<file path="src/common/irde_defines.vh">
// Constants for the infrared descriptor-ring engine: register offsets,
// field positions, reset values and descriptor layout.
// Assumes the includer uses the bare file name and plain Verilog-2005.
`ifndef IRDE_DEFINES_VH
`define IRDE_DEFINES_VH

// APB register offsets (byte addresses, one word each)
`define OFF_CLK_GATE 8'h00
`define OFF_STATUS_ON 8'h04
`define OFF_PKT_LIMIT 8'h08
`define OFF_PHY_SETUP 8'h0c
`define OFF_PRIMARY 8'h10
`define OFF_SECONDARY 8'h14
`define OFF_BASE_LOW 8'h18
`define OFF_BASE_HIGH 8'h1c
`define OFF_RING_LEN 8'h20
`define OFF_RING_KICK 8'h24

// Reset values
`define RST_WORD16 16'h0000
`define RST_WORD32 32'h00000000

// Peripheral clock gate register bits
`define GATE_HALF_RATE 3
`define GATE_CLK_ON 2

// Status and global-on register
`define STAT_ON_BIT 15
`define STAT_SIR_BITS 15'h0eff
`define STAT_IDLE_BITS 15'h0000

// PHY setup register fields
`define PHY_BAUD_HI 15
`define PHY_BAUD_LO 10
`define PHY_PULSE_HI 9
`define PHY_PULSE_LO 5
`define PHY_PRE_HI 4
`define PHY_PRE_LO 0

// Primary setup register bits
`define PRI_TX_ON 12
`define PRI_RX_ON 11
`define PRI_WALKER_ON 10
`define PRI_KEEP_SHORT 9
`define PRI_FIR 6
`define PRI_MIR 5
`define PRI_SIR 4
`define PRI_TX_FLIP 1
`define PRI_RX_FLIP 0

// Secondary setup register bits
`define SEC_CLK48 2
`define SEC_RX_IE 1
`define SEC_TX_IE 0

// Ring length field
`define RING_LEN_HI 6
`define RING_MAX_ENTRIES 7'h40
`define RING_LAST_IDX 6'h3f

// Transmit descriptor word 0 layout
`define TXD_CNT_HI 11
`define TXD_OWN 31
`define TXD_NO_CRC 30
`define TXD_BAD_CRC 29
`define TXD_MARKER 28
`define TXD_FORCE_UF 27
`define TXD_TX_OFF 26
`define TXD_UNDERFLOW 24

// Forced underflow stops feeding after this many bytes
`define FORCE_UF_BYTES 12'h012

// Chunk sizes within one memory word
`define WORD_BYTES 3'h4
`define BYTES_ONE 12'h001

`endif

</file>
<file path="src/rtl/tx_byte_pump.v">
// Byte pump: holds one fetched memory word and hands its bytes to the
// transmitter one at a time, lowest lane first.
// Assumes the loader only loads while idle and the transmitter handshakes.
`timescale 1ns/1ps
`include "irde_defines.vh"

module tx_byte_pump (
  input wire pclk, // Clock
  input wire presetn, // Asynchronous reset, active low
  input wire ce, // Clock enable
  input wire load, // Load a new word chunk
  input wire [31:0] word, // Fetched memory word
  input wire [1:0] lane, // First byte lane to send
  input wire [2:0] nbytes, // Bytes of this chunk, 1 to 4
  input wire mark_last, // Chunk ends the packet
  input wire tx_ready, // Transmitter takes a byte
  output wire tx_valid, // Byte on offer
  output wire [7:0] tx_data, // Byte to send
  output wire tx_last, // Last byte of the packet
  output wire byte_taken, // One byte accepted this cycle
  output wire busy // Bytes still held
);

  reg [31:0] word_q; // Held word
  reg [1:0] lane_q; // Lane on offer
  reg [2:0] left_q; // Bytes still to send
  reg last_q; // Chunk closes packet
  reg [7:0] data_q; // Byte register on the output

  // Selects a byte of a word by lane
  function [7:0] pick_byte;
    input [31:0] w;
    input [1:0] l;
    begin
      pick_byte = w[{l, 3'b000} +: 8];
    end
  endfunction

  assign busy = (left_q != 3'h0);
  assign tx_valid = busy;
  assign byte_taken = busy && tx_ready;
  assign tx_data = data_q;
  assign tx_last = last_q && (left_q == 3'h1);

  ////////////////////////////////////////////////////////////////////////
  // Load and step through the lanes
  always @(posedge pclk or negedge presetn) begin
    if (!presetn) begin
      word_q <= `RST_WORD32;
      lane_q <= 2'h0;
      left_q <= 3'h0;
      last_q <= 1'b0;
      data_q <= 8'h00;
    end else if (ce) begin
      if (load) begin
        // New chunk
        word_q <= word;
        lane_q <= lane;
        left_q <= nbytes;
        last_q <= mark_last;
        data_q <= pick_byte(word, lane);
      end else if (byte_taken) begin
        // Next lane
        lane_q <= lane_q + 2'h1;
        left_q <= left_q - 3'h1;
        data_q <= pick_byte(word_q, lane_q + 2'h1);
      end
    end
  end

endmodule

</file>
<file path="src/rtl/ir_ring_engine.v">
// Descriptor-ring engine of an infrared serial controller: APB register
// file, transmit ring walker feeding bytes to the transmitter, and
// receive descriptor write-back.
// Assumes a word-wide memory port that holds a request until ack, and a
// transmitter taking bytes by valid/ready.
//
// Functional notes
// Software gates clock, then disables before configuring.
// Packet length register caps bytes per packet.
// PHY setup splits into baud and pulse width.
// Primary setup enables tx, rx, walker, modes.
// Software aligns ring base on 1 KByte.
// Secondary setup bit selects 48 MHz clock.
// Enabled status reads 0x8EFF in slow mode.
// Writing the kick register starts ring walking.
// Receive ring at base, transmit at +512.
// Eight-byte descriptors, up to 64, length programmable.
// Twelve-bit transmit count, reserved bits zero.
// Ownership flag set means send; clear after.
// No-CRC flag suppresses CRC, cleared after send.
// Bad-CRC flag corrupts CRC, cleared after send.
// Marker flag emits pulse after packet, cleared.
// Forced-underflow flag underruns packet after 18 bytes.
// Tx-off flag clears transmitter enable after packet.
// Underflow flag set on hardware underrun.
// Data address from descriptor bytes 4 to 7.
// Walk in order, halt at unowned, await kick.
// Descriptor completion raises enabled done event.
// Receive count is thirteen bits, bytes 0-1.
// Index wraps to first entry after last.
//
// The address map and the APB interface to the registers are this design's own decisions.
`timescale 1ns/1ps
`include "irde_defines.vh"

module ir_ring_engine (
  input wire pclk, // Clock, 40 MHz
  input wire presetn, // Asynchronous reset, active low
  input wire ce, // Clock enable, freezes all state
  input wire psel, // APB select
  input wire penable, // APB access phase
  input wire pwrite, // APB write
  input wire [7:0] paddr, // APB byte address
  input wire [31:0] pwdata, // APB write data
  output wire [31:0] prdata, // APB read data
  output wire pready, // APB ready
  output wire pslverr, // APB error on unmapped address
  output wire mem_req, // Memory request, held until ack
  output wire mem_we, // Memory write
  output wire [31:0] mem_addr, // Memory byte address, word aligned
  output wire [31:0] mem_wdata, // Memory write data
  input wire [31:0] mem_rdata, // Memory read data
  input wire mem_ack, // Memory ack
  output wire tx_valid, // Transmit byte valid
  output wire [7:0] tx_data, // Transmit byte
  output wire tx_last, // Last byte of packet
  input wire tx_ready, // Transmitter takes byte
  output wire tx_no_crc, // Packet without CRC
  output wire tx_bad_crc, // Packet with corrupted CRC
  output wire tx_force_underflow, // Forced underrun pulse
  output wire marker_pulse, // Indication pulse after packet
  input wire tx_underflow_in, // Hardware underrun from transmitter
  input wire rx_done, // Received packet complete pulse
  input wire [12:0] rx_count, // Received byte count
  input wire [4:0] rx_status, // Receive error flags
  output wire rx_busy, // Receive write-back pending
  output wire tx_done_event, // Transmit descriptor done pulse
  output wire rx_done_event, // Receive descriptor done pulse
  output wire [5:0] phy_baud_div, // Baud divisor
  output wire [4:0] phy_pulse_width, // Pulse width setting
  output wire [4:0] phy_preamble, // Preamble count minus one
  output wire half_rate_clock, // Half-rate clock request
  output wire rx_on_flag, // Receiver enable
  output wire keep_short_frames, // Accept runt packets
  output wire sir_mode, // Slow infrared mode
  output wire mir_mode, // Medium infrared mode
  output wire fir_mode, // Fast infrared mode
  output wire tx_pin_flip, // Invert transmit pin
  output wire rx_pin_flip, // Invert receive pin
  output wire phy_clk48_sel // 48 MHz PHY clock select
);

  // Walker states, one-hot
  localparam [6:0] S_IDLE = 7'h01; // Waiting
  localparam [6:0] S_TXD0 = 7'h02; // Read descriptor word 0
  localparam [6:0] S_TXD1 = 7'h04; // Read descriptor word 1
  localparam [6:0] S_DATA = 7'h08; // Read a data word
  localparam [6:0] S_PUMP = 7'h10; // Send bytes of the word
  localparam [6:0] S_TXWB = 7'h20; // Write descriptor back
  localparam [6:0] S_RXWB = 7'h40; // Write receive descriptor

  reg [3:0] gate_q; // Peripheral clock gate
  reg on_q; // Global on
  reg [15:0] limit_q; // Packet length limit
  reg [15:0] phy_q; // PHY setup
  reg [15:0] pri_q; // Primary setup
  reg [15:0] sec_q; // Secondary setup
  reg [15:0] base_lo_q; // Ring base low half
  reg [15:0] base_hi_q; // Ring base high half
  reg [6:0] ring_len_q; // Ring length
  reg kick_q; // Kick pending
  reg [31:0] rdata_q; // Registered APB read data
  reg [6:0] state_q; // Walker state
  reg [5:0] tx_idx_q; // Transmit ring index
  reg [5:0] rx_idx_q; // Receive ring index
  reg [31:0] desc_q; // Descriptor word 0
  reg [31:0] ptr_q; // Data byte pointer
  reg [11:0] left_q; // Bytes not yet fetched
  reg cut_q; // Packet cut by forced underflow
  reg ur_q; // Underrun seen
  reg rx_pend_q; // Receive write-back pending
  reg [12:0] rx_cnt_q; // Latched receive count
  reg [4:0] rx_st_q; // Latched receive flags
  reg tx_ev_q; // Transmit done pulse
  reg rx_ev_q; // Receive done pulse
  reg marker_q; // Marker pulse
  reg uf_q; // Forced underrun pulse

  // Byte address of a descriptor word: receive ring at base, transmit ring 512 up
  function [31:0] desc_addr;
    input [31:0] base;
    input tx_ring;
    input [5:0] idx;
    input second;
    begin
      desc_addr = {base[31:10], tx_ring, idx, second, 2'b00};
    end
  endfunction

  // Next index with wrap at the programmed length
  function [5:0] next_idx;
    input [5:0] idx;
    input [6:0] len;
    reg [5:0] last;
    begin
      last = `RING_LAST_IDX;
      if (len != 7'h00 && len <= `RING_MAX_ENTRIES) begin
        last = len[5:0] - 6'h1;
      end
      next_idx = (idx == last) ? 6'h00 : idx + 6'h1;
    end
  endfunction

  wire [31:0] base = {base_hi_q, base_lo_q}; // Ring base
  wire wr_en = ce && psel && penable && pwrite; // Write in access phase
  wire rd_setup = ce && psel && !penable; // Read data capture
  wire gate_on = gate_q[`GATE_CLK_ON]; // Peripheral clocks on
  wire tx_run = gate_on && on_q && pri_q[`PRI_WALKER_ON] && pri_q[`PRI_TX_ON];
  wire mem_done = mem_req && mem_ack; // Memory beat finished
  wire pump_busy; // Pump holds bytes
  wire byte_taken; // Pump sent one byte
  wire tx_end = (state_q == S_TXWB) && mem_done; // Descriptor finished
  wire rx_end = (state_q == S_RXWB) && mem_done; // Receive write-back done
  wire kick_wr = wr_en && (paddr == `OFF_RING_KICK); // Kick write

  // Address decode for the error answer; reads use their own case
  function mapped;
    input [7:0] a;
    begin
      mapped = (a <= `OFF_RING_KICK) && (a[1:0] == 2'b00);
    end
  endfunction

  ////////////////////////////////////////////////////////////////////////
  // Data chunk sizing from pointer lane and bytes left
  wire [2:0] lane_room = `WORD_BYTES - {1'b0, ptr_q[1:0]}; // Bytes to word end
  wire [2:0] chunk = (left_q < {9'h000, lane_room}) ? left_q[2:0] : lane_room;
  wire [11:0] chunk12 = {9'h000, chunk}; // Chunk widened
  wire [11:0] cnt_raw = desc_q[`TXD_CNT_HI:0];
  wire [11:0] cnt_cap = ({4'h0, cnt_raw} > limit_q) ? limit_q[11:0] : cnt_raw;
  wire force_uf = desc_q[`TXD_FORCE_UF]; // Forced underflow requested

  ////////////////////////////////////////////////////////////////////////
  // APB register writes and hardware updates
  always @(posedge pclk or negedge presetn) begin
    if (!presetn) begin
      gate_q <= 4'h0;
      on_q <= 1'b0;
      limit_q <= `RST_WORD16;
      phy_q <= `RST_WORD16;
      pri_q <= `RST_WORD16;
      sec_q <= `RST_WORD16;
      base_lo_q <= `RST_WORD16;
      base_hi_q <= `RST_WORD16;
      ring_len_q <= 7'h00;
      kick_q <= 1'b0;
    end else if (ce) begin
      if (wr_en) begin
        case (paddr)
          `OFF_CLK_GATE: gate_q <= pwdata[3:0];
          `OFF_STATUS_ON: on_q <= pwdata[`STAT_ON_BIT];
          `OFF_PKT_LIMIT: limit_q <= pwdata[15:0];
          `OFF_PHY_SETUP: phy_q <= pwdata[15:0];
          `OFF_PRIMARY: pri_q <= pwdata[15:0];
          `OFF_SECONDARY: sec_q <= pwdata[15:0];
          `OFF_BASE_LOW: base_lo_q <= pwdata[15:0];
          `OFF_BASE_HIGH: base_hi_q <= pwdata[15:0];
          `OFF_RING_LEN: ring_len_q <= pwdata[`RING_LEN_HI:0];
          default: ;
        endcase
      end
      // Transmitter shut off after a packet that asks for it
      if (tx_end && desc_q[`TXD_TX_OFF]) begin
        pri_q[`PRI_TX_ON] <= 1'b0;
      end
      // Kick sets pending; it wins over the halt clear
      if (kick_wr) begin
        kick_q <= 1'b1;
      end else if (state_q == S_TXD0 && mem_done && !mem_rdata[`TXD_OWN]) begin
        kick_q <= 1'b0;
      end
    end
  end

  ////////////////////////////////////////////////////////////////////////
  // APB read data, captured in the setup phase
  always @(posedge pclk or negedge presetn) begin
    if (!presetn) begin
      rdata_q <= `RST_WORD32;
    end else if (rd_setup) begin
      case (paddr)
        `OFF_CLK_GATE: rdata_q <= {28'h0000000, gate_q};
        `OFF_STATUS_ON: rdata_q <= {16'h0000, on_q,
          (on_q && pri_q[`PRI_SIR]) ? `STAT_SIR_BITS : `STAT_IDLE_BITS};
        `OFF_PKT_LIMIT: rdata_q <= {16'h0000, limit_q};
        `OFF_PHY_SETUP: rdata_q <= {16'h0000, phy_q};
        `OFF_PRIMARY: rdata_q <= {16'h0000, pri_q};
        `OFF_SECONDARY: rdata_q <= {16'h0000, sec_q};
        `OFF_BASE_LOW: rdata_q <= {16'h0000, base_lo_q};
        `OFF_BASE_HIGH: rdata_q <= {16'h0000, base_hi_q};
        `OFF_RING_LEN: rdata_q <= {25'h0000000, ring_len_q};
        `OFF_RING_KICK: rdata_q <= {16'h0000, kick_q, rx_pend_q, 1'b0, rx_idx_q,
          1'b0, tx_idx_q};
        default: rdata_q <= `RST_WORD32;
      endcase
    end
  end

  assign prdata = rdata_q;
  assign pready = ce;
  assign pslverr = psel && penable && !mapped(paddr);

  ////////////////////////////////////////////////////////////////////////
  // Receive completion latch; a new event wins over the write-back clear
  always @(posedge pclk or negedge presetn) begin
    if (!presetn) begin
      rx_pend_q <= 1'b0;
      rx_cnt_q <= 13'h0000;
      rx_st_q <= 5'h00;
    end else if (ce) begin
      if (rx_done && (!rx_pend_q || rx_end)) begin
        rx_pend_q <= 1'b1;
        rx_cnt_q <= rx_count;
        rx_st_q <= rx_status;
      end else if (rx_end) begin
        rx_pend_q <= 1'b0;
      end
    end
  end

  ////////////////////////////////////////////////////////////////////////
  // Ring walker
  always @(posedge pclk or negedge presetn) begin
    if (!presetn) begin
      state_q <= S_IDLE;
      tx_idx_q <= 6'h00;
      rx_idx_q <= 6'h00;
      desc_q <= `RST_WORD32;
      ptr_q <= `RST_WORD32;
      left_q <= 12'h000;
      cut_q <= 1'b0;
      ur_q <= 1'b0;
      tx_ev_q <= 1'b0;
      rx_ev_q <= 1'b0;
      marker_q <= 1'b0;
      uf_q <= 1'b0;
    end else if (ce) begin
      tx_ev_q <= 1'b0;
      rx_ev_q <= 1'b0;
      marker_q <= 1'b0;
      uf_q <= 1'b0;
      // Hardware underrun during the packet
      if (tx_underflow_in && (state_q == S_DATA || state_q == S_PUMP)) begin
        ur_q <= 1'b1;
      end
      case (state_q)
        S_IDLE: begin
          if (rx_pend_q && gate_on && on_q) begin
            state_q <= S_RXWB;
          end else if (kick_q && tx_run) begin
            state_q <= S_TXD0;
          end
        end
        S_TXD0: begin
          if (mem_done) begin
            desc_q <= mem_rdata;
            ur_q <= 1'b0;
            state_q <= mem_rdata[`TXD_OWN] ? S_TXD1 : S_IDLE;
          end
        end
        S_TXD1: begin
          if (mem_done) begin
            ptr_q <= mem_rdata;
            // Forced underflow feeds only the first bytes
            if (force_uf && cnt_cap > `FORCE_UF_BYTES) begin
              left_q <= `FORCE_UF_BYTES;
              cut_q <= 1'b1;
            end else begin
              left_q <= cnt_cap;
              cut_q <= 1'b0;
            end
            state_q <= (cnt_cap == 12'h000) ? S_TXWB : S_DATA;
          end
        end
        S_DATA: begin
          if (mem_done) begin
            ptr_q <= ptr_q + {20'h00000, chunk12};
            left_q <= left_q - chunk12;
            state_q <= S_PUMP;
          end
        end
        S_PUMP: begin
          if (!pump_busy) begin
            if (left_q != 12'h000) begin
              state_q <= S_DATA;
            end else begin
              uf_q <= cut_q;
              state_q <= S_TXWB;
            end
          end
        end
        S_TXWB: begin
          if (mem_done) begin
            tx_idx_q <= next_idx(tx_idx_q, ring_len_q);
            tx_ev_q <= sec_q[`SEC_TX_IE];
            marker_q <= desc_q[`TXD_MARKER];
            state_q <= S_IDLE;
          end
        end
        S_RXWB: begin
          if (mem_done) begin
            rx_idx_q <= next_idx(rx_idx_q, ring_len_q);
            rx_ev_q <= sec_q[`SEC_RX_IE];
            state_q <= S_IDLE;
          end
        end
        default: state_q <= S_IDLE;
      endcase
    end
  end

  ////////////////////////////////////////////////////////////////////////
  // Memory port: address and write data by state
  wire [31:0] tx_wb = {1'b0, 3'b000, desc_q[`TXD_FORCE_UF], desc_q[`TXD_TX_OFF],
    1'b0, ur_q, 12'h000, cnt_raw};
  wire [31:0] rx_wb = {1'b0, rx_st_q, 2'b00, 8'h00, 3'b000, rx_cnt_q};

  assign mem_req = (state_q == S_TXD0) || (state_q == S_TXD1) ||
    (state_q == S_DATA) || (state_q == S_TXWB) || (state_q == S_RXWB);
  assign mem_we = (state_q == S_TXWB) || (state_q == S_RXWB);
  assign mem_addr = (state_q == S_RXWB) ? desc_addr(base, 1'b0, rx_idx_q, 1'b0) :
    (state_q == S_TXD1) ? desc_addr(base, 1'b1, tx_idx_q, 1'b1) :
    (state_q == S_DATA) ? {ptr_q[31:2], 2'b00} :
    desc_addr(base, 1'b1, tx_idx_q, 1'b0);
  assign mem_wdata = (state_q == S_RXWB) ? rx_wb : tx_wb;

  ////////////////////////////////////////////////////////////////////////
  // Byte pump feeding the transmitter
  tx_byte_pump u_pump (
    .pclk(pclk),
    .presetn(presetn),
    .ce(ce),
    .load((state_q == S_DATA) && mem_done),
    .word(mem_rdata),
    .lane(ptr_q[1:0]),
    .nbytes(chunk),
    .mark_last((left_q == chunk12) && !cut_q),
    .tx_ready(tx_ready),
    .tx_valid(tx_valid),
    .tx_data(tx_data),
    .tx_last(tx_last),
    .byte_taken(byte_taken),
    .busy(pump_busy)
  );

  // Per-packet CRC controls held through the packet
  assign tx_no_crc = desc_q[`TXD_NO_CRC];
  assign tx_bad_crc = desc_q[`TXD_BAD_CRC];
  assign tx_force_underflow = uf_q;
  assign marker_pulse = marker_q;
  assign tx_done_event = tx_ev_q;
  assign rx_done_event = rx_ev_q;
  assign rx_busy = rx_pend_q;

  // Configuration fields out to the PHY
  assign phy_baud_div = phy_q[`PHY_BAUD_HI:`PHY_BAUD_LO];
  assign phy_pulse_width = phy_q[`PHY_PULSE_HI:`PHY_PULSE_LO];
  assign phy_preamble = phy_q[`PHY_PRE_HI:`PHY_PRE_LO];
  assign half_rate_clock = gate_q[`GATE_HALF_RATE];
  assign rx_on_flag = pri_q[`PRI_RX_ON];
  assign keep_short_frames = pri_q[`PRI_KEEP_SHORT];
  assign sir_mode = pri_q[`PRI_SIR];
  assign mir_mode = pri_q[`PRI_MIR];
  assign fir_mode = pri_q[`PRI_FIR];
  assign tx_pin_flip = pri_q[`PRI_TX_FLIP];
  assign rx_pin_flip = pri_q[`PRI_RX_FLIP];
  assign phy_clk48_sel = sec_q[`SEC_CLK48];

endmodule

</file>
<file path="config.mk">
export PLATFORM = sky130hd
export DESIGN_NAME = ir_ring_engine
export DESIGN_NICKNAME = d
export VERILOG_FILES = /design/src/rtl/tx_byte_pump.v /design/src/rtl/ir_ring_engine.v
export VERILOG_INCLUDE_DIRS = /design/src /design/src/common
export SDC_FILE = /design/constraint.sdc
export NUM_CORES = 1
export LEC_CHECK = 0
export BUFFER_PORTS_ARGS = -buffer_cell sky130_fd_sc_hd__buf_2
export CAP_MARGIN = 30
export CORE_MARGIN = 3
export CORE_UTILIZATION = 40
export CTS_CLUSTER_DIAMETER = 50
export DETAILED_ROUTE_END_ITERATION = 8
export PLACE_DENSITY = 0.67
export SLEW_MARGIN = 20
export SYNTH_ARGS = -nofsm -noshare
export SYNTH_HDL_FRONTEND = slang
export SYNTH_SLANG_ARGS = --single-unit
</file>
<file path="constraint.sdc">
create_clock -name pclk -period 5 [get_ports pclk]
set_input_delay 0 -clock pclk [delete_from_list [all_inputs] [get_ports pclk]]
set_output_delay 0 -clock pclk [all_outputs]
set_load 0.05 [all_outputs]
</file>
==> reports/metrics.yaml, run 1 <==
fin_ws_ps: 676
htreeDepth: 2
drv_cap: 0
syn_area_per_cell_um2: 10.4
dr.pass1.iters: 7
fin_util: 0.501
globalRoute.totalOverflow: 0
synth_cells: 1475
cts_buffer_depth: 3
fmax_mhz: 231
antenna_found_initial: 1
drive_gt1_frac: 0.288
rsz0062_at_grt: "no"
final_common_cell: "dfrtp_1"
synth.area.top_cells: "dfrtp_1 (45%), mux2_2 (13%), nand2_1 (4.5%)"
path_cells: "or4_4 > or3_4 > a211o_4 > o21ai_1 > ha_1 > inv_1 > fa_1 > a211oi_1 > nand2_1 > or2_2 > or4_1 > nor3_1 > a21oi_1 > o221ai_1"
p_leak_nw: 8.78
synth_top_area_frac: 0.450
area_delta_synth_final_pct: 21.6
cts.sinks: 276
multi_input_area_um2: 7800
synth_ff_type: "dfrtp_1"
critPathMaxFanout: 4
slowest_delay_ps: 560
yosysSeqAreaShare: 0.452
postSynth.asyncResetShare: 1.00
cts_resized: 0
dp_cells: 2111
cts_buffers: 37
root_buffer: "clkbuf_16"
power_density_nw_per_um2: 515
slowest_stage: "or4_4"
worstMarginPinSlew_ps: 962
layout_common_cells: "dfrtp_1 (275), buf_2 (193), nand2_1 (182), mux2_2 (175), a21oi_1 (86)"
drv_slew: 0
die_height_um: 202
grt_max_degree: 122
totalWireLength_um: 48300
critPathTopFamily: "simple AND/OR/NAND/NOR gates"
clk_pin_slew_worst_paths_ps: 60
ios: 242
finalSetupViolCount: 0
finalHoldViolCount: 0
fin_crit_ps: 4320
vias_per_cell: 5.66
cp-end-kind: "flop"
ant_nets: 0
synth.distinct_cells: 88
layoutNonFillerInstCount: 2251
nets: 1850
rows: 70
ff2ff_setup_slack_ps: 680
antenna_cells: 0
reg2reg_from: "left_q[10]"
timing.final.crit_share: 0.865
cts_tree: "done"
die-area_um2: 40600
coreArea_um2: 37100
synth_area_leader_cell: "dfrtp_1"
synth_edf_count: 0
gp_congestion: 0.885
grt_first_pass_wirelength_um: 74500
crit_arrival_ps: 4750
syn_area_um2: 15300
hold_class: "in2reg"
endpoint: "left_q[10]"
cp.required_ps: 5430
slew_headroom: 0.357
via_count: 12700
place_area_um2: 16600
r2r-end: "left_q[10]"
cp_num_cells: 14
fillers: 3367
die_w_um: 202
initial_utilization: 0.412
drc_errors: 0
status: "completed"
design_area_um2: 18600
register_area_um2: 6910
synth.ff_latch_count: 276
fin_skew_ps: 27.2
drtIter0Drc: 1220
setup_tns_ps: 0
critical_path_buf_inv_count: 1
pre_cts_slack_ps: 704
yosysWarnings: 0
start_kind: "flop"
hpwl_um: 34700
io_buffers: 194
path_class: "reg2reg"
avgRoutedWirePerCell_um: 21.4
startpoint: "left_q[10]"
r2r_cells: 14
grt_util_all_layers: 0.232
clk_latency_ps: 520
first_global_vias: 12700
ir_drop_mv: 0.422
post-cts-setup-buffers: 0
==> sequential cells by signal, indices dropped and copies added, names as in the netlist, 2 cells and up <==
signal / cells
prdata: 16
tx_idx_q: 6
desc_q: 17
ptr_q: 32
left_q: 12
rx_st_q: 5
u_pump.tx_data: 8
base_hi_q: 16
u_pump.left_q: 3
u_pump.lane_q: 2
rx_cnt_q: 13
sec_q: 16
phy_q: 16
pri_q: 16
ring_len_q: 7
gate_q: 4
u_pump.word_q: 32
base_lo_q: 16
rx_idx_q: 6
state_q: 7
limit_q: 16
==> cells in the mapped netlist (9+ instances only) <==
master / count
dfrtp_1: 275
nand2_1: 182
mux2_2: 175
a21oi_1: 87
o21ai_0: 84
nor2_1: 66
mux2i_1: 54
clkbuf_1: 50
inv_1: 37
buf_4: 32
nand3_1: 30
ha_1: 28
a21o_1: 23
o22ai_1: 23
buf_2: 21
nor3_1: 18
mux4_2: 16
a22o_1: 15
and3_1: 13
a31oi_1: 12
nor2b_1: 12
nor4_1: 12
buf_1: 11
nand4_1: 11
o21ai_1: 11
xnor2_1: 11
nand2b_1: 9
==> power by group <==
group	switching [mW]	internal [mW]
clock	1.02	1.55
sequential	0.587	2.77
combinational	2.30	1.35
==> kinds of logic after synthesis <==
kind of cell | after synthesis | synth area share
mux | 253 | 0.194
other cells | 1 | 0.000245
fa+ha+maj | 30 | 0.0255
xor+xnor | 15 | 0.0104
buf+inv | 153 | 0.0472
simple gates | 409 | 0.129
flops | 276 | 0.452
compound gates | 338 | 0.142
==> area by class of cell <==
| cell class | instances | share of cell area |
|---|---|---|
| inverter | 38 | 0.00767 |
| timing repair buffer | 291 | 0.102 |
| tap | 504 | 0.0339 |
| clock buffer | 50 | 0.0573 |
| multi-input combinational | 1076 | 0.420 |
| sequential | 276 | 0.372 |
| clock inverter | 16 | 0.00754 |
==> metrics by stage <==
stage	hold slack (ps)	total power, mW
after floorplan	-296	5.96
after global placement	158	6.88
after detailed placement	163	6.98
after CTS	1.29	9.61
after global routing	53.5	10.1
final	40.7	9.58
==> worst min path at each step <==
| stage | slack (ps) | cells past startpoint | endpoint | start |
|---|---|---|---|---|
| after global placement | 160 | 1 | phy_q[13] | presetn |
| after global routing | 50 | 5 | kick_q | pwrite |
| after floorplan | -300 | 0 | base_hi_q[0] | presetn |
| after CTS | 1 | 5 | kick_q | pwrite |
| final | 40 | 5 | kick_q | pwrite |
| after detailed placement | 160 | 1 | prdata[12] | presetn |
==> layer usage <==
layer	vias up	wire length (um)	part of all wire	global-route usage
li1	5831	-	-	-
met1	6287	20500	0.43	0.310
met2	535	22400	0.46	0.373
met3	84	4050	0.084	0.0591
met4	2	1310	0.027	0.0678
met5	-	12	0.00025	0
==> tightest hold or removal path: stages <==
cell,delay [ps]
buf_2,110
nand2_1,60
nor2_1,170
nand2_1,130
nand2_1,50
==> timing repair <==
action	4_1_cts	5_1_grt
hold buffers	72	0
endpoints found under the hold margin	330	0
setup endpoints to repair	0	0
Power figures use the tool's default switching activity.
==> run 2, diff against run 1 <==
--- a/config.mk
+++ b/config.mk
@@ -9,10 +9,10 @@
 export BUFFER_PORTS_ARGS = -buffer_cell sky130_fd_sc_hd__buf_2
 export CAP_MARGIN = 30
 export CORE_MARGIN = 3
-export CORE_UTILIZATION = 40
+export CORE_UTILIZATION = 44
 export CTS_CLUSTER_DIAMETER = 50
 export DETAILED_ROUTE_END_ITERATION = 8
-export PLACE_DENSITY = 0.67
+export PLACE_DENSITY = 0.72
 export SLEW_MARGIN = 20
 export SYNTH_ARGS = -nofsm -noshare
 export SYNTH_HDL_FRONTEND = slang
==> constraint.sdc (replaced) <==
create_clock -name pclk -period 5 [get_ports pclk]
set_input_delay 0.75 -clock pclk [delete_from_list [all_inputs] [get_ports pclk]]
set_output_delay 0.75 -clock pclk [all_outputs]
set_load 0.05 [all_outputs]
==> run 2 against run 1 <==
- critical path depth unchanged
- setup slack better by 2.9 ps
- first-iteration DRC count up 7.2%
- sequential cell count unchanged
- core utilization up 2.6 points
- cell count down 5.7%
- worst hold slack better by 240 ps
- clock-buffer cell count down 1
- wire length down 3.5%
- register-to-register slack about the same
- sequential share of layout area up 1.6 points
- design area down 4.0%
- largest cell class unchanged
==> reports/metrics.yaml, run 2 (synthesis gave the netlist of run 1 again) <==
power_density_nw_per_um2: 539  # was 515 nW/um2
io_buffers: 194  # unchanged
via_count: 12600  # was 12,700
drv_slew: 0  # unchanged
globalRoute.totalOverflow: 0  # unchanged
fin_skew_ps: 33.6  # was 27.2 ps
layout_common_cells: "dfrtp_1 (275), buf_2 (193), nand2_1 (182), mux2_2 (175), a21oi_1 (86)"  # unchanged
dr.pass1.iters: 5  # was 7
drv_cap: 0  # unchanged
slew_headroom: 0.342  # was 0.357
vias_per_cell: 5.92  # was 5.66
cts_buffer_depth: 3  # unchanged
cts_buffers: 36  # was 37
ir_drop_mv: 0.372  # was 0.422 mV
top_regs: "ptr_q: 32 flops, u_pump.word_q: 32 flops, desc_q: 17 flops"  # unchanged
grt_max_degree: 124  # was 122
fillers: 2979  # was 3,367
fmax_mhz: 231  # about the same
grt_first_pass_wirelength_um: 72100  # was 74,500 um
die-area_um2: 37000  # was 40,600 um2
p_leak_nw: 8.50  # was 8.78 nW
avgRoutedWirePerCell_um: 21.9  # was 21.4 um
ant_nets: 0  # unchanged
grt_util_all_layers: 0.251  # was 0.232
path_class: "reg2reg"  # unchanged
worstMarginPinSlew_ps: 985  # was 962 ps
fin_util: 0.527  # was 0.501
drtIter0Drc: 1308  # was 1,220
rows: 67  # was 70
totalWireLength_um: 46600  # was 48,300 um
rsz0062_at_grt: "no"  # unchanged
status: "completed"  # unchanged
antenna_cells: 0  # unchanged
ios: 242  # unchanged
critPathMaxFanout: 6  # was 4
hold_class: "in2async"  # was in2reg
cp-end-kind: "flop"  # unchanged
nets: 1776  # was 1,850
gp_congestion: 0.907  # was 0.885
root_buffer: "clkbuf_16"  # unchanged
fin_hold_ws_ps: 280  # was 40.7 ps
drc_errors: 0  # unchanged
timing.final.crit_share: 0.864  # was 0.865
holdBufCountCts: 0  # was 72
clk_latency_ps: 520  # about the same
crit_arrival_ps: 4730  # was 4750 ps
setup_tns_ps: 0  # unchanged
drive_gt1_frac: 0.299  # was 0.288
dp_cells: 2054  # was 2,111
hpwl_um: 33700  # was 34,700 um
cts.sinks: 276  # unchanged
cts_tree: "done"  # unchanged
coreArea_um2: 33900  # was 37,100 um2
initial_utilization: 0.452  # was 0.412
final_common_cell: "dfrtp_1"  # unchanged
area_delta_synth_final_pct: 16.7  # was 21.6%
post-cts-setup-buffers: 0  # unchanged
layoutNonFillerInstCount: 2122  # was 2,251
cts_resized: 0  # unchanged
die_height_um: 192  # was 202 um
finalSetupViolCount: 0  # unchanged
start_kind: "flop"  # unchanged
htreeDepth: 2  # unchanged
antenna_found_initial: 1  # unchanged
fin_crit_ps: 4320  # about the same
die_w_um: 192  # was 202 um
finalHoldViolCount: 0  # unchanged
cp.required_ps: 5400  # was 5430 ps
first_global_vias: 12400  # was 12,700
p_total_mw: 9.62  # was 9.58 mW
clk_pin_slew_worst_paths_ps: 60  # about the same
## run 2: cell types whose count changed in the layout (fill, tap and decap cells not counted), moves of 2 or more
cell	delta
clkbuf_1	+2
buf_4	-4
buf_12	+2
dlygate4sd3_1	-72
inv_6	+3
bufinv_16	+2
clkbuf_8	-3
clkinvlp_4	-2
## run 2: routing by layer
layer	up-vias	global-route usage	share of wire
met4	2	0.0642	0.024
met1	6270	0.347	0.42
met5	-	0	0.00028
met2	538	0.413	0.47
met3	76	0.0427	0.081
li1	5669	-	-
## run 2: path summary, 6_finish.rpt
path,cells past startpoint,endpoint,slack [ps],from
worst max-delay path,14,left_q[10],680,left_q[8]
worst max register to register,14,left_q[10],680,left_q[8]
min in group pclk,2,rx_st_q[1],440,rx_status[1]
worst min register to register,1,prdata[0],480,prdata[0]
max in group asynchronous,2,rx_cnt_q[6],3390,presetn
worst min-delay path,1,phy_q[13],280,presetn
## run 2: critical path, stage by stage (launching register included)
cell	delay, ps
dfrtp_1	430
or4_4	550
or3_4	410
a211o_4	350
o21ai_1	230
ha_1	190
inv_1	60
fa_1	410
a211oi_1	360
nand2_1	120
or2_2	330
or4_1	430
nor3_1	150
a21oi_1	60
o221ai_1	160
## run 2: cell type report
class	instances	area (um2)	share of cell area
tap	448	561	0.0314
clock buffer	49	1030	0.0578
clock inverter	17	198	0.0111
inverter	38	143	0.00799
sequential	276	6910	0.387
timing repair buffer	218	1200	0.0675
multi-input combinational	1076	7800	0.437
## run 2: stage by stage
step	area [um2]	setup WS (ps)
6_report	17800	679
2_1_floorplan	15400	652
4_1_cts	17800	715
3_3_place_gp	16600	743
5_1_grt	17800	452
3_5_place_dp	16600	761
## run 2: power breakdown
group,switching [mW],total [mW],internal (mW)
clock network,1.02,2.64,1.62
registers,0.588,3.36,2.77
logic,2.29,3.62,1.33
==> run 3, diff against run 2 <==
==> constraint.sdc (replaced) <==
create_clock -name pclk -period 5 [get_ports pclk]
set_input_delay 0.5 -clock pclk [delete_from_list [all_inputs] [get_ports pclk]]
set_output_delay 0.5 -clock pclk [all_outputs]
set_load 0.05 [all_outputs]
==> run 3 against run 2 <==
- clock power is essentially flat
- combinational power is essentially flat
- register-to-register slack lost 20 ps
- clock-buffer cell count shrank 4
- design area is essentially flat
- critical path type unchanged
- wire length grew 0.20%
- sequential power is essentially flat
==> reports/metrics.yaml, run 3 (synthesis gave the netlist of run 1 again) <==
finalSetupViolCount: 0  # unchanged
drv_slew: 0  # unchanged
rsz0062_at_grt: "no"  # unchanged
drive_gt1_frac: 0.303  # was 0.299
status: "completed"  # unchanged
antenna_found_initial: 1  # unchanged
cts_buffer_depth: 3  # unchanged
power_density_nw_per_um2: 540  # was 539 nW/um2
cp-end-kind: "flop"  # unchanged
ant_nets: 0  # unchanged
drc_errors: 0  # unchanged
slew_headroom: 0.330  # was 0.342
hold_class: "in2async"  # unchanged
rows: 67  # unchanged
wl_met3_um: 3930  # was 3780 um
totalWireLength_um: 46700  # was 46,600 um
final_common_cell: "dfrtp_1"  # unchanged
cp.required_ps: 5430  # was 5400 ps
r2r_cells: 14  # unchanged
grt_util_all_layers: 0.251  # about the same
holdBufCountCts: 0  # unchanged
timing.final.crit_share: 0.869  # was 0.864
start_kind: "flop"  # unchanged
cts_tree: "done"  # unchanged
drtIter0Drc: 1102  # was 1,308
p_leak_nw: 8.52  # was 8.50 nW
layout_common_cells: "dfrtp_1 (275), buf_2 (193), nand2_1 (182), mux2_2 (175), a21oi_1 (86)"  # unchanged
hpwl_um: 33900  # was 33,700 um
dr.pass1.iters: 5  # unchanged
fmax_mhz: 230  # was 231 MHz
layoutNonFillerInstCount: 2126  # was 2,122
setup_tns_ps: 0  # unchanged
reg2reg_from: "left_q[10]"  # was left_q[8]
fin_util: 0.527  # about the same
critPathMaxFanout: 4  # was 6
clk_pin_slew_worst_paths_ps: 60  # about the same
cts_resized: 0  # unchanged
finalHoldViolCount: 0  # unchanged
die_w_um: 192  # unchanged
cts.sinks: 276  # unchanged
path_class: "reg2reg"  # unchanged
r2r-end: "left_q[10]"  # unchanged
io_buffers: 194  # unchanged
ios: 242  # unchanged
grt_first_pass_wirelength_um: 72300  # was 72,100 um
via_count: 12700  # was 12,600
grt_max_degree: 121  # was 124
crit_arrival_ps: 4770  # was 4730 ps
avgRoutedWirePerCell_um: 21.9  # about the same
initial_utilization: 0.452  # unchanged
wl_met1_um: 19600  # was 19,500 um
die-area_um2: 37000  # unchanged
nets: 1778  # was 1,776
first_global_vias: 12700  # was 12,400
htreeDepth: 2  # unchanged
drv_cap: 0  # unchanged
post-cts-setup-buffers: 0  # unchanged
globalRoute.totalOverflow: 0  # unchanged
die_height_um: 192  # unchanged
root_buffer: "clkbuf_16"  # unchanged
ff2ff_setup_slack_ps: 650  # was 680 ps
fin_crit_ps: 4350  # was 4320 ps
fillers: 3001  # was 2,979
dp_cells: 2055  # was 2,054
ir_drop_mv: 0.423  # was 0.372 mV
highest_layer: "met4"  # was met5
fin_hold_ws_ps: 9.78  # was 280 ps
gp_congestion: 0.885  # was 0.907
p_total_mw: 9.64  # was 9.62 mW
worstMarginPinSlew_ps: 1000  # was 985 ps
fin_skew_ps: 31.4  # was 33.6 ps
met2WireLength_um: 21600  # was 22,100 um
clk_latency_ps: 540  # was 520 ps
area_delta_synth_final_pct: 16.8  # was 16.7%
top_regs: "ptr_q: 32 flops, u_pump.word_q: 32 flops, desc_q: 17 flops"  # unchanged
coreArea_um2: 33900  # unchanged
cts_buffers: 36  # unchanged
vias_per_cell: 5.97  # was 5.92
[run 3: changes by cell type in the layout (fill, tap and decap cells not counted), sizes merged]
cell / before / now
clkbuf: 49 / 45
inv: 41 / 44
clkinv: 8 / 10
diode: 0 / 2
clkinvlp: 3 / 2
buf: 218 / 220
[run 3: final cells by class]
class | count | area, um2 | area share
diodes | 2 | 5.00 | 0.000280
well taps | 448 | 561 | 0.0314
flip-flops and latches | 276 | 6910 | 0.387
repair buffers | 220 | 1210 | 0.0678
clock buffers | 45 | 995 | 0.0557
inverters | 38 | 143 | 0.00799
multi-input cells | 1076 | 7800 | 0.437
clock inverters | 21 | 239 | 0.0134
[run 3: worst max path at each step]
stage	depth (start not counted)	start	to	slack [ps]
2_1_floorplan	18	ptr_q[0]	left_q[10]	650
3_3_place_gp	14	left_q[10]	left_q[10]	710
3_5_place_dp	14	left_q[8]	left_q[10]	710
4_1_cts	14	left_q[8]	left_q[10]	690
5_1_grt	14	left_q[8]	left_q[10]	390
6_report	14	left_q[10]	left_q[10]	650
[run 3: worst max-delay path, stage by stage (launching register included)]
cell      delay [ps]
dfrtp_1          410
or4_4            550
or3_4            410
a211o_4          350
o21ai_1          260
ha_1             210
inv_1             60
fa_1             400
a211oi_1         350
nand2_1          110
or2_2            310
or4_1            440
nor3_1           150
a21oi_1           60
o221ai_1         160
[run 3: through the flow]
step | setup slack [ps] | area, um2
floorplan | 652 | 15400
global placement | 715 | 16600
detailed placement | 711 | 16600
CTS | 690 | 17800
global route | 390 | 17900
finish | 655 | 17900
[run 3: where the power goes]
group | internal [mW] | total, mW | switching [mW] | leakage (nW)
registers | 2.77 | 3.35 | 0.581 | 3.51
clock network | 1.60 | 2.65 | 1.06 | 0.611
logic | 1.33 | 3.64 | 2.30 | 4.40
[run 3: routing by layer]
| layer | up-vias | GRT usage |
|---|---|---|
| met5 | - | 0 |
| met4 | 0 | 0.0913 |
| met3 | 105 | 0.0472 |
| met2 | 591 | 0.400 |
| met1 | 6323 | 0.342 |
| li1 | 5683 | - |
